==> src/verilog/irq_mask_low_pkg.sv <==
/*
 * constants for the low event interrupt enable mask block.
 * assumes a 32-bit register reached through a simple word port.
 */
package irq_mask_low_pkg;
    localparam int          REG_WIDTH          = 32;
    localparam logic [15:0] MASK_LOW_ADDR      = 16'h0405;
    localparam logic [31:0] MASK_LOW_RESET     = 32'h0000_0000;
    localparam logic [31:0] MASK_LOW_WRITABLE  = 32'h03FF_FFFF;
    localparam int          BIT_ENERGY_UPDATE  = 0;
    localparam int          BIT_ACTIVE_SIGN_LO = 1;
    localparam int          BIT_REACT_SIGN_LO  = 4;
    localparam int          BIT_PULSE_POL_LO   = 7;
    localparam int          BIT_PULSE_EDGE_LO  = 11;
    localparam int          BIT_NEW_SAMPLES    = 15;
    localparam int          BIT_CAPTURE_STOP   = 16;
    localparam int          BIT_PAGE_FULL      = 17;
    localparam int          NUM_EVENTS         = 18;
endpackage

==> src/verilog/event_interrupt_enable_mask.sv <==
/*
 * low half of the event interrupt enable mask with its event status flags.
 * assumes the register port is synchronous to ref_clk and the event inputs
 * are single-cycle strobes or synchronous levels from the metering core.
 */
// Function
// - bit 17 enables buffer page full interrupt
// - bit 16 enables capture stop interrupt
// - bits 14-11 enable pulse falling edge interrupts
// - bits 10-7 enable pulse polarity change interrupts
// - bits 6-4 enable reactive sign change interrupts
// - bits 3-1 enable active sign change interrupts
// - bit 0 enables energy update interrupt
`timescale 1ns/100ps
module event_interrupt_enable_mask
    import irq_mask_low_pkg::*;
#(
    parameter int PULSES = 4                    // energy pulse outputs
)(
    input  wire logic        ref_clk,           // device clock
    input  wire logic        resetn,            // synchronous reset, low active
    input  wire logic        clk_en,            // freezes all state while low
    input  wire logic [15:0] reg_addr,          // register address
    input  wire logic        reg_wr,            // write strobe
    input  wire logic        reg_rd,            // read strobe
    input  wire logic [31:0] reg_wdata,         // write data
    output logic      [31:0] reg_rdata,         // read data, registered
    input  wire logic        page_filled,       // enabled buffer page filled
    input  wire logic        capture_stopped,   // buffer stopped after trigger
    input  wire logic        new_samples,       // new waveform samples ready
    input  wire logic [3:0]  energy_pulse_out,  // pulse pins 4..1
    input  wire logic [3:0]  pulse_sign,        // sign of each pulse, 1 positive
    input  wire logic [2:0]  reactive_sign_chg, // phase c..a reactive sign change
    input  wire logic [2:0]  active_sign_chg,   // phase c..a active sign change
    input  wire logic        energy_updated,    // energy accumulators updated
    input  wire logic [NUM_EVENTS-1:0] status_clear, // write-one-to-clear of flags
    output logic [NUM_EVENTS-1:0] status_flags, // sticky event flags
    output logic             irq_n              // interrupt, active low
);
    // the mask has exactly four pulse channels, so other counts cannot be served
    if (PULSES != 4)
    begin : g_bad_pulses
        $error("event_interrupt_enable_mask serves exactly four pulse outputs");
    end
    if (NUM_EVENTS > REG_WIDTH)
    begin : g_bad_events
        $error("event flags do not fit the mask register");
    end

    // one address decode shared by the write path, the read path and the checks
    function automatic logic hits_mask(input logic [15:0] addr);
        return (addr == MASK_LOW_ADDR);
    endfunction

    logic [31:0]           mask_reg;
    logic [31:0]           mask_next;
    logic [NUM_EVENTS-1:0] flag_reg;
    logic [NUM_EVENTS-1:0] flag_next;
    logic [NUM_EVENTS-1:0] event_vec;
    logic [3:0]            pulse_prev_reg;
    logic [3:0]            sign_prev_reg;
    logic [31:0]           rdata_reg;
    wire  logic [3:0]      pulse_fall;
    wire  logic [3:0]      sign_flip;
    wire  logic [3:0]      sign_next;
    wire  logic            addr_hit;
    wire  logic            irq_active;

    assign addr_hit   = hits_mask(reg_addr);

    // every pulse pin gets the same falling-edge and polarity watcher
    for (genvar p = 0; p < PULSES; p++)
    begin : g_pulse
        assign pulse_fall[p] = pulse_prev_reg[p] & ~energy_pulse_out[p];
        // polarity is sampled on each pulse's falling edge so a flip is seen when the pulse ends
        assign sign_flip[p]  = pulse_fall[p] & (pulse_sign[p] ^ sign_prev_reg[p]);
        assign sign_next[p]  = pulse_fall[p] ? pulse_sign[p] : sign_prev_reg[p];
    end

    always_comb
    begin
        event_vec = '0;
        event_vec[BIT_PAGE_FULL]    = page_filled;
        event_vec[BIT_CAPTURE_STOP] = capture_stopped;
        event_vec[BIT_NEW_SAMPLES]  = new_samples;
        event_vec[BIT_PULSE_EDGE_LO +: 4]  = pulse_fall;
        event_vec[BIT_PULSE_POL_LO +: 4]   = sign_flip;
        event_vec[BIT_REACT_SIGN_LO +: 3]  = reactive_sign_chg;
        event_vec[BIT_ACTIVE_SIGN_LO +: 3] = active_sign_chg;
        event_vec[BIT_ENERGY_UPDATE]       = energy_updated;
    end

    // set beats clear so an event landing on the clear cycle survives
    assign flag_next  = (flag_reg & ~status_clear) | event_vec;
    assign mask_next  = (reg_wr && addr_hit) ? (reg_wdata & MASK_LOW_WRITABLE) : mask_reg;
    assign irq_active = |(flag_reg & mask_reg[NUM_EVENTS-1:0]);

    always_ff @(posedge ref_clk)
    begin
        if (!resetn)
        begin
            mask_reg       <= MASK_LOW_RESET;
            flag_reg       <= '0;
            pulse_prev_reg <= '0;
            sign_prev_reg  <= '0;
            rdata_reg      <= '0;
        end
        else if (clk_en)
        begin
            mask_reg       <= mask_next;
            flag_reg       <= flag_next;
            pulse_prev_reg <= energy_pulse_out;
            sign_prev_reg  <= sign_next;
            if (reg_rd)
                rdata_reg  <= addr_hit ? mask_reg : '0;
        end
    end

    assign reg_rdata    = rdata_reg;
    assign status_flags = flag_reg;
    assign irq_n        = ~irq_active;

    property p_mask_reset;
        @(posedge ref_clk) !resetn |=> (mask_reg == MASK_LOW_RESET);
    endproperty
    a_mask_reset: assert property (p_mask_reset) else $error("mask not cleared");

    property p_irq_follows;
        @(posedge ref_clk) disable iff (!resetn)
        (clk_en && |(event_vec & mask_next[NUM_EVENTS-1:0])) |=> !irq_n;
    endproperty
    a_irq_follows: assert property (p_irq_follows) else $error("irq mismatch");

    property p_masked_quiet;
        @(posedge ref_clk) disable iff (!resetn)
        (mask_reg[NUM_EVENTS-1:0] == '0) |-> irq_n;
    endproperty
    a_masked_quiet: assert property (p_masked_quiet) else $error("irq while masked");

    property p_page_irq;
        @(posedge ref_clk) disable iff (!resetn)
        (clk_en && page_filled && mask_reg[BIT_PAGE_FULL] && !(reg_wr && addr_hit))
        |=> !irq_n;
    endproperty
    a_page_irq: assert property (p_page_irq) else $error("page irq missing");

    property p_stop_flag;
        @(posedge ref_clk) disable iff (!resetn)
        (clk_en && capture_stopped) |=> flag_reg[BIT_CAPTURE_STOP];
    endproperty
    a_stop_flag: assert property (p_stop_flag) else $error("stop flag missing");

    property p_samples_flag;
        @(posedge ref_clk) disable iff (!resetn)
        (clk_en && new_samples) |=> flag_reg[BIT_NEW_SAMPLES];
    endproperty
    a_samples_flag: assert property (p_samples_flag) else $error("sample flag missing");

    property p_pulse_fall;
        @(posedge ref_clk) disable iff (!resetn)
        (clk_en && $past(clk_en) && $past(resetn) && $fell(energy_pulse_out[0]))
        |=> flag_reg[BIT_PULSE_EDGE_LO];
    endproperty
    a_pulse_fall: assert property (p_pulse_fall) else $error("pulse edge missed");

    property p_pol_flag;
        @(posedge ref_clk) disable iff (!resetn)
        (clk_en && sign_flip[0]) |=> flag_reg[BIT_PULSE_POL_LO];
    endproperty
    a_pol_flag: assert property (p_pol_flag) else $error("polarity flag missed");

    property p_react_flag;
        @(posedge ref_clk) disable iff (!resetn)
        (clk_en && reactive_sign_chg[2]) |=> flag_reg[BIT_REACT_SIGN_LO + 2];
    endproperty
    a_react_flag: assert property (p_react_flag) else $error("reactive flag missed");

    property p_active_flag;
        @(posedge ref_clk) disable iff (!resetn)
        (clk_en && active_sign_chg[0]) |=> flag_reg[BIT_ACTIVE_SIGN_LO];
    endproperty
    a_active_flag: assert property (p_active_flag) else $error("active flag missed");

    property p_energy_flag;
        @(posedge ref_clk) disable iff (!resetn)
        (clk_en && energy_updated && status_clear[BIT_ENERGY_UPDATE])
        |=> flag_reg[BIT_ENERGY_UPDATE];
    endproperty
    a_energy_flag: assert property (p_energy_flag) else $error("energy flag lost");

    property p_pin4_fall;
        @(posedge ref_clk) disable iff (!resetn)
        (clk_en && $past(clk_en) && $past(resetn) && $fell(energy_pulse_out[3]))
        |=> flag_reg[BIT_PULSE_EDGE_LO + 3];
    endproperty
    a_pin4_fall: assert property (p_pin4_fall) else $error("pin 4 edge missed");

    // masking only gates the line: the flag must still be recorded
    property p_masked_records;
        @(posedge ref_clk) disable iff (!resetn)
        (clk_en && energy_updated && !mask_reg[BIT_ENERGY_UPDATE])
        |=> flag_reg[BIT_ENERGY_UPDATE];
    endproperty
    a_masked_records: assert property (p_masked_records) else $error("masked flag lost");

    property p_flag_clear;
        @(posedge ref_clk) disable iff (!resetn)
        (clk_en && status_clear[BIT_PAGE_FULL] && !page_filled) |=> !flag_reg[BIT_PAGE_FULL];
    endproperty
    a_flag_clear: assert property (p_flag_clear) else $error("flag not cleared");

    property p_mask_write;
        @(posedge ref_clk) disable iff (!resetn)
        (clk_en && reg_wr && addr_hit)
        |=> (mask_reg == ($past(reg_wdata) & MASK_LOW_WRITABLE));
    endproperty
    a_mask_write: assert property (p_mask_write) else $error("mask write lost");

    property p_frozen;
        @(posedge ref_clk) disable iff (!resetn)
        !clk_en |=> ($stable(flag_reg) && $stable(mask_reg));
    endproperty
    a_frozen: assert property (p_frozen) else $error("state moved while frozen");

    c_irq_raise: cover property (@(posedge ref_clk) disable iff (!resetn) $fell(irq_n));
    c_mask_write: cover property (@(posedge ref_clk) disable iff (!resetn) reg_wr && addr_hit);
    c_pol_flip: cover property (@(posedge ref_clk) disable iff (!resetn) |sign_flip);
    c_set_clear_clash: cover property (@(posedge ref_clk) disable iff (!resetn)
        energy_updated && status_clear[BIT_ENERGY_UPDATE]);
endmodule // event_interrupt_enable_mask

==> config.mk <==
export PLATFORM = sky130hd
export DESIGN_NAME = event_interrupt_enable_mask
export DESIGN_NICKNAME = d
export VERILOG_FILES = /design/src/verilog/irq_mask_low_pkg.sv /design/src/verilog/event_interrupt_enable_mask.sv
export SDC_FILE = /design/constraint.sdc
export NUM_CORES = 1
export LEC_CHECK = 0
export BUFFER_PORTS_ARGS = -buffer_cell sky130_fd_sc_hd__clkbuf_2
export CORE_MARGIN = 2
export CORE_UTILIZATION = 40
export DETAILED_ROUTE_END_ITERATION = 8
export HOLD_SLACK_MARGIN = 0.03
export PLACE_DENSITY = 0.66
export SETUP_SLACK_MARGIN = 0.15
export SLEW_MARGIN = 0
export SYNTH_ARGS = -nofsm -noshare
export SYNTH_HDL_FRONTEND = slang
export SYNTH_SLANG_ARGS = --single-unit
==> constraint.sdc <==
create_clock -name ref_clk -period 2.9 [get_ports ref_clk]
set_input_delay 0.58 -clock ref_clk [delete_from_list [all_inputs] [get_ports ref_clk]]
set_output_delay 0.58 -clock ref_clk [all_outputs]
set_load 0.01 [all_outputs]
# ---- Word level (Yosys, flattened, before mapping)
# Cells that the tools add are included.
dict set report classes {
  addsub 0
  n_mul 0
  n_div 0
  magnitude_cmp 0
  eq_ne 1
  n_shift 0
  mux 1
  bitwise 21
  reduce_logical 8
}
# operator count
set op_table {}
lappend op_table {{bitwise AND 18 bit} 2}
lappend op_table {{2-to-1 mux 26 bit} 1}
lappend op_table {{NOT 18 bit} 1}
lappend op_table {{bitwise OR 18 bit} 1}
lappend op_table {{OR reduction 18 bit} 1}
lappend op_table {{== test 16 x 11 -> 1 bit, second input constant} 1}
lappend op_table {{AND reduction 2 bit} 6}
lappend op_table {{bitwise AND 1 bit} 8}
lappend op_table {{NOT 1 bit} 5}
lappend op_table {{XOR 1 bit} 4}
lappend op_table {{logical AND 1 bit} 1}
dict set report word_totals {
  register_bits 84
  latch_bits 0
  ramBits 0
  mem_bits_ro 0
  out_inout_bits 51
  word_cells 39
  n_memories 0
}

# ---- Logic depth before layout (Yosys ltp)
dict set report depth {
  word_depth 4
  depth_mapped 6
  ltp_nobuf 4
}

# ---- Worst setup path after synthesis
# No wires, ideal clock.
dict set report synth_path {
  kind {input-to-reg}
  startpoint {input reg_addr[4]}
  endpoint {register mask_reg[0]}
  setup_ns 0.132
  t_arrival_ns 1.509
  setup_slack_ns 1.259
  path_stages 5
  path_buffers 1
  cell_sequence {nor4b_2 -> nand4_1 -> clkbuf_1 -> o21ai_0 -> a21oi_1}
}
dict set report synth_via {
  elab_chain_cells 3
}
# element line
set synth_lines {}
lappend synth_lines {{start: declaration} event_interrupt_enable_mask.sv:23} ;# input wire logic [15:0] reg_addr,
lappend synth_lines {{== test 16 x 11 -> 1 bit} event_interrupt_enable_mask.sv:52} ;# return (addr == MASK_LOW_ADDR);
lappend synth_lines {{logical AND 1 bit} event_interrupt_enable_mask.sv:95} ;# assign mask_next = (reg_wr && addr_hit) ? (reg_wdata & MASK_LOW_WRITABLE) : mask_reg;
lappend synth_lines {{AND reduction 2 bit (no line)} n/a}
lappend synth_lines {{end signal: assignment} event_interrupt_enable_mask.sv:110} ;# mask_reg <= mask_next;
lappend synth_lines {{end: declaration} event_interrupt_enable_mask.sv:55} ;# logic [31:0] mask_reg;
# No other way between the ends.
# A chain may end at the register's enable or synchronous reset.

# ---- Worst setup path in the final report
dict set report layout_path {
  startpoint {register mask_reg[5]}
  endpoint {output irq_n}
}
dict set report layout_via {
  elab_chain_cells 3
}
# element line
set layout_lines {}
lappend layout_lines {{bitwise AND 18 bit} event_interrupt_enable_mask.sv:96} ;# assign irq_active = |(flag_reg & mask_reg[NUM_EVENTS-1:0]);
lappend layout_lines {{OR reduction 18 bit} event_interrupt_enable_mask.sv:96}
lappend layout_lines {{NOT 1 bit} event_interrupt_enable_mask.sv:121} ;# assign irq_n = ~irq_active;
lappend layout_lines {{end: declaration} event_interrupt_enable_mask.sv:38} ;# output logic irq_n
# No other way between the ends.

==> flow_metrics.env <==
export IMPL_worstReg2RegStart="pulse_prev_reg[2]"
export IMPL_initial_core_util=0.412
export IMPL_crit_fanout=3
export IMPL_status="finished clean"
export IMPL_worstMarginPinSlew_ns=0.843
export IMPL_clk_transition_reported_paths_ns=0.08
export IMPL_placed_cell_area_um2=3790
export IMPL_coreArea_um2=7730
export IMPL_hold_violations=0
export IMPL_syn_area_per_cell_um2=8.42
export IMPL_clockRootBuffer="clkbuf_8"
export IMPL_synth_area_um2=3180
export IMPL_hold_path_class="flop to flop"
export IMPL_final_cell_area_um2=3970
export IMPL_r2r_cells=3
export IMPL_synth_cell_types=24
export IMPL_most_common_layout_cells="clkbuf_2, dfxtp_1, a21oi_1"
export IMPL_setup_tns_final_ns=0
export IMPL_slowest_stage="dfxtp_1"
export IMPL_yosys_area_top_type="dfxtp_1"
export IMPL_die_area_um2=8690
export IMPL_dpl_hpwl_um=6150
export IMPL_min_to="reg_rdata[14]"
export IMPL_cp_required_ns=2.32
export IMPL_nets=577
export IMPL_grt_pass1_vias=2850
export IMPL_startpoint_type="flop"
export IMPL_syn_to_final_growth_pct=24.6
export IMPL_cp_end_kind="primary output"
export IMPL_htree_levels=3
export IMPL_clk_latency_ns=0.34
export IMPL_cts_resized=0
export IMPL_io_pins=140
export IMPL_finalCritPeriodShare=0.761
export IMPL_wire_per_inst_um=14.4
export IMPL_die_h_um=93.2
export IMPL_drt_initial_drc_count=225
export IMPL_die_width_um=93.2
export IMPL_clock_skew_ns=0.00697
export IMPL_worstSetupPathType="flop to primary output"
export IMPL_rsz0062_at_grt="false"
export IMPL_cpPeakStageDelay_ns=0.34
export IMPL_p_leak_uw=0.00165
export IMPL_routed_wl_um=8560
export IMPL_post_cts_buffers=0
export IMPL_clockBufferDepth=2
export IMPL_antennaDiodeCount=0
export IMPL_yosys_top_cells_area="dfxtp_1, a21oi_1, nand2_1"
export IMPL_cp_arrival_ns=1.63
export IMPL_whs_path_depth=2
export IMPL_cts_buffers=9
export IMPL_rrSetupSlack_ns=2.05
export IMPL_slew_violations=0
export IMPL_synth_top_area_share=0.491
export IMPL_netlist_instances=378
export IMPL_r2r_end="sign_prev_reg[2]"
export IMPL_max_freq_mhz=453
export IMPL_grt_max_degree=53
export IMPL_final_common_cell="clkbuf_2"
export IMPL_drc=0
export IMPL_io_buffer_count=127
export IMPL_cp_cell_sequence="a22o_1 -> a221oi_1 -> nand4_1 -> nor2_1 -> clkbuf_2"
export IMPL_worstHoldStart="reg_rdata[14]"
export IMPL_grt_pass1_wl_um=13800
export IMPL_yosys_warnings=0
export IMPL_gr_total_overflow=0
export IMPL_fin_crit_ns=2.21
export IMPL_grt_total_usage=0.200
export IMPL_rows=32
export IMPL_routabilityCongestion=0.790
export IMPL_cts_hold_buffers=0
export IMPL_drive_gt1_frac=0.310
export IMPL_antenna_found_initial=0
export IMPL_power_density_nw_per_um2=503
export IMPL_vdd_drop_max_uv=235
export IMPL_clock_sinks=78
export IMPL_setup_viol=0
export IMPL_vias=3023
export IMPL_avgViaCountPerCell=5.08
export IMPL_drtPass1Iterations=4
export IMPL_antenna_left=0
export IMPL_ys_seq_area_frac=0.491
export IMPL_ys_ff_latch=78
export IMPL_slew_headroom=0.438
export IMPL_cap_violations=0
export IMPL_cts_tree="done"
-- cells in the mapped netlist --
| library cell | count |
|---|---|
| and4_1 | 1 |
| nand3b_1 | 4 |
| buf_4 | 7 |
| a21oi_1 | 60 |
| xnor2_1 | 4 |
| clkinv_1 | 1 |
| a22o_1 | 2 |
| dfxtp_1 | 78 |
| mux2i_1 | 8 |
| clkbuf_1 | 17 |
| and2_1 | 1 |
| nand3_1 | 27 |
| conb_1 | 1 |
| nor4b_2 | 3 |
| o21ai_0 | 26 |
| a22oi_1 | 15 |
| buf_1 | 3 |
| nand4_1 | 28 |
| nor2_1 | 27 |
| buf_6 | 5 |
| nor4_2 | 1 |
| a221oi_1 | 2 |
| nand2_1 | 50 |
| buf_2 | 7 |
-- power breakdown --
part | switching (uW) | internal [uW] | leakage [uW]
Sequential | 12.6 | 1090 | 0.000631
Combinational | 98.3 | 71.8 | 0.000926
Clock | 393 | 334 | 0.0000893
Total | 504 | 1490 | 0.00165
-- routing by layer --
metal / GRT usage / vias to the layer above / share of wire
met2: 0.305 / 110 / 0.46
met5: 0 / - / 0
li1: - / 1557 / -
met4: 0.0588 / 0 / 0.0092
met1: 0.279 / 1348 / 0.46
met3: 0.0540 / 8 / 0.077
-- layout make-up --
| type | instances | area, um2 |
|---|---|---|
| Inverter | 1 | 3.75 |
| Multi-Input combinational cell | 265 | 1420 |
| Fill cell | 803 | 3760 |
| Clock buffer | 11 | 141 |
| Clock inverter | 5 | 35.0 |
| Sequential cell | 78 | 1560 |
| Timing Repair Buffer | 133 | 681 |
| Tap cell | 102 | 128 |
-- worst max path at each step --
stage	slack, ns	start	endpoint	depth (start not counted)
6_report	0.69	mask_reg[5]	irq_n	5
5_1_grt	0.56	mask_reg[5]	irq_n	5
4_1_cts	0.65	mask_reg[5]	irq_n	5
3_5_place_dp	0.73	reg_wr	mask_reg[25]	4
3_3_place_gp	0.77	reg_wr	mask_reg[25]	4
2_1_floorplan	1.26	reg_addr[4]	mask_reg[0]	5
-- critical path: cells and delay by family (launching register included) --
family / cells / cell delay (ns)
AOI/OAI and AO/OA: 2 / 0.53
DFF: 1 / 0.34
and+or+nand+nor: 2 / 0.26
buffers and inverters: 1 / 0.15
-- logic make-up after synthesis --
| family | after synthesis | share of synthesized area |
|---|---|---|
| XOR/XNOR | 4 | 0.0110 |
| flip-flops | 78 | 0.491 |
| buffers and inverters | 40 | 0.0700 |
| multiplexers | 8 | 0.0252 |
| other | 1 | 0.00118 |
| AND/OR/NAND/NOR | 142 | 0.221 |
| AO/OA/AOI/OAI | 105 | 0.182 |
-- metrics by stage --
| stage | cells | power [uW] | setup WS [ns] | utilization | hold slack, ns |
|---|---|---|---|---|---|
| after floorplan | 383 | 1210 | 1.26 | - | 0.444 |
| after global placement | 579 | 1290 | 0.766 | 0.491 | 0.440 |
| after detailed placement | 579 | 1290 | 0.725 | 0.491 | 0.445 |
| after CTS | 595 | 2020 | 0.646 | 0.513 | 0.455 |
| after global routing | 595 | 2070 | 0.565 | 0.513 | 0.465 |
| final | 595 | 2000 | 0.693 | 0.513 | 0.451 |
(Power assumes the default switching activity.)
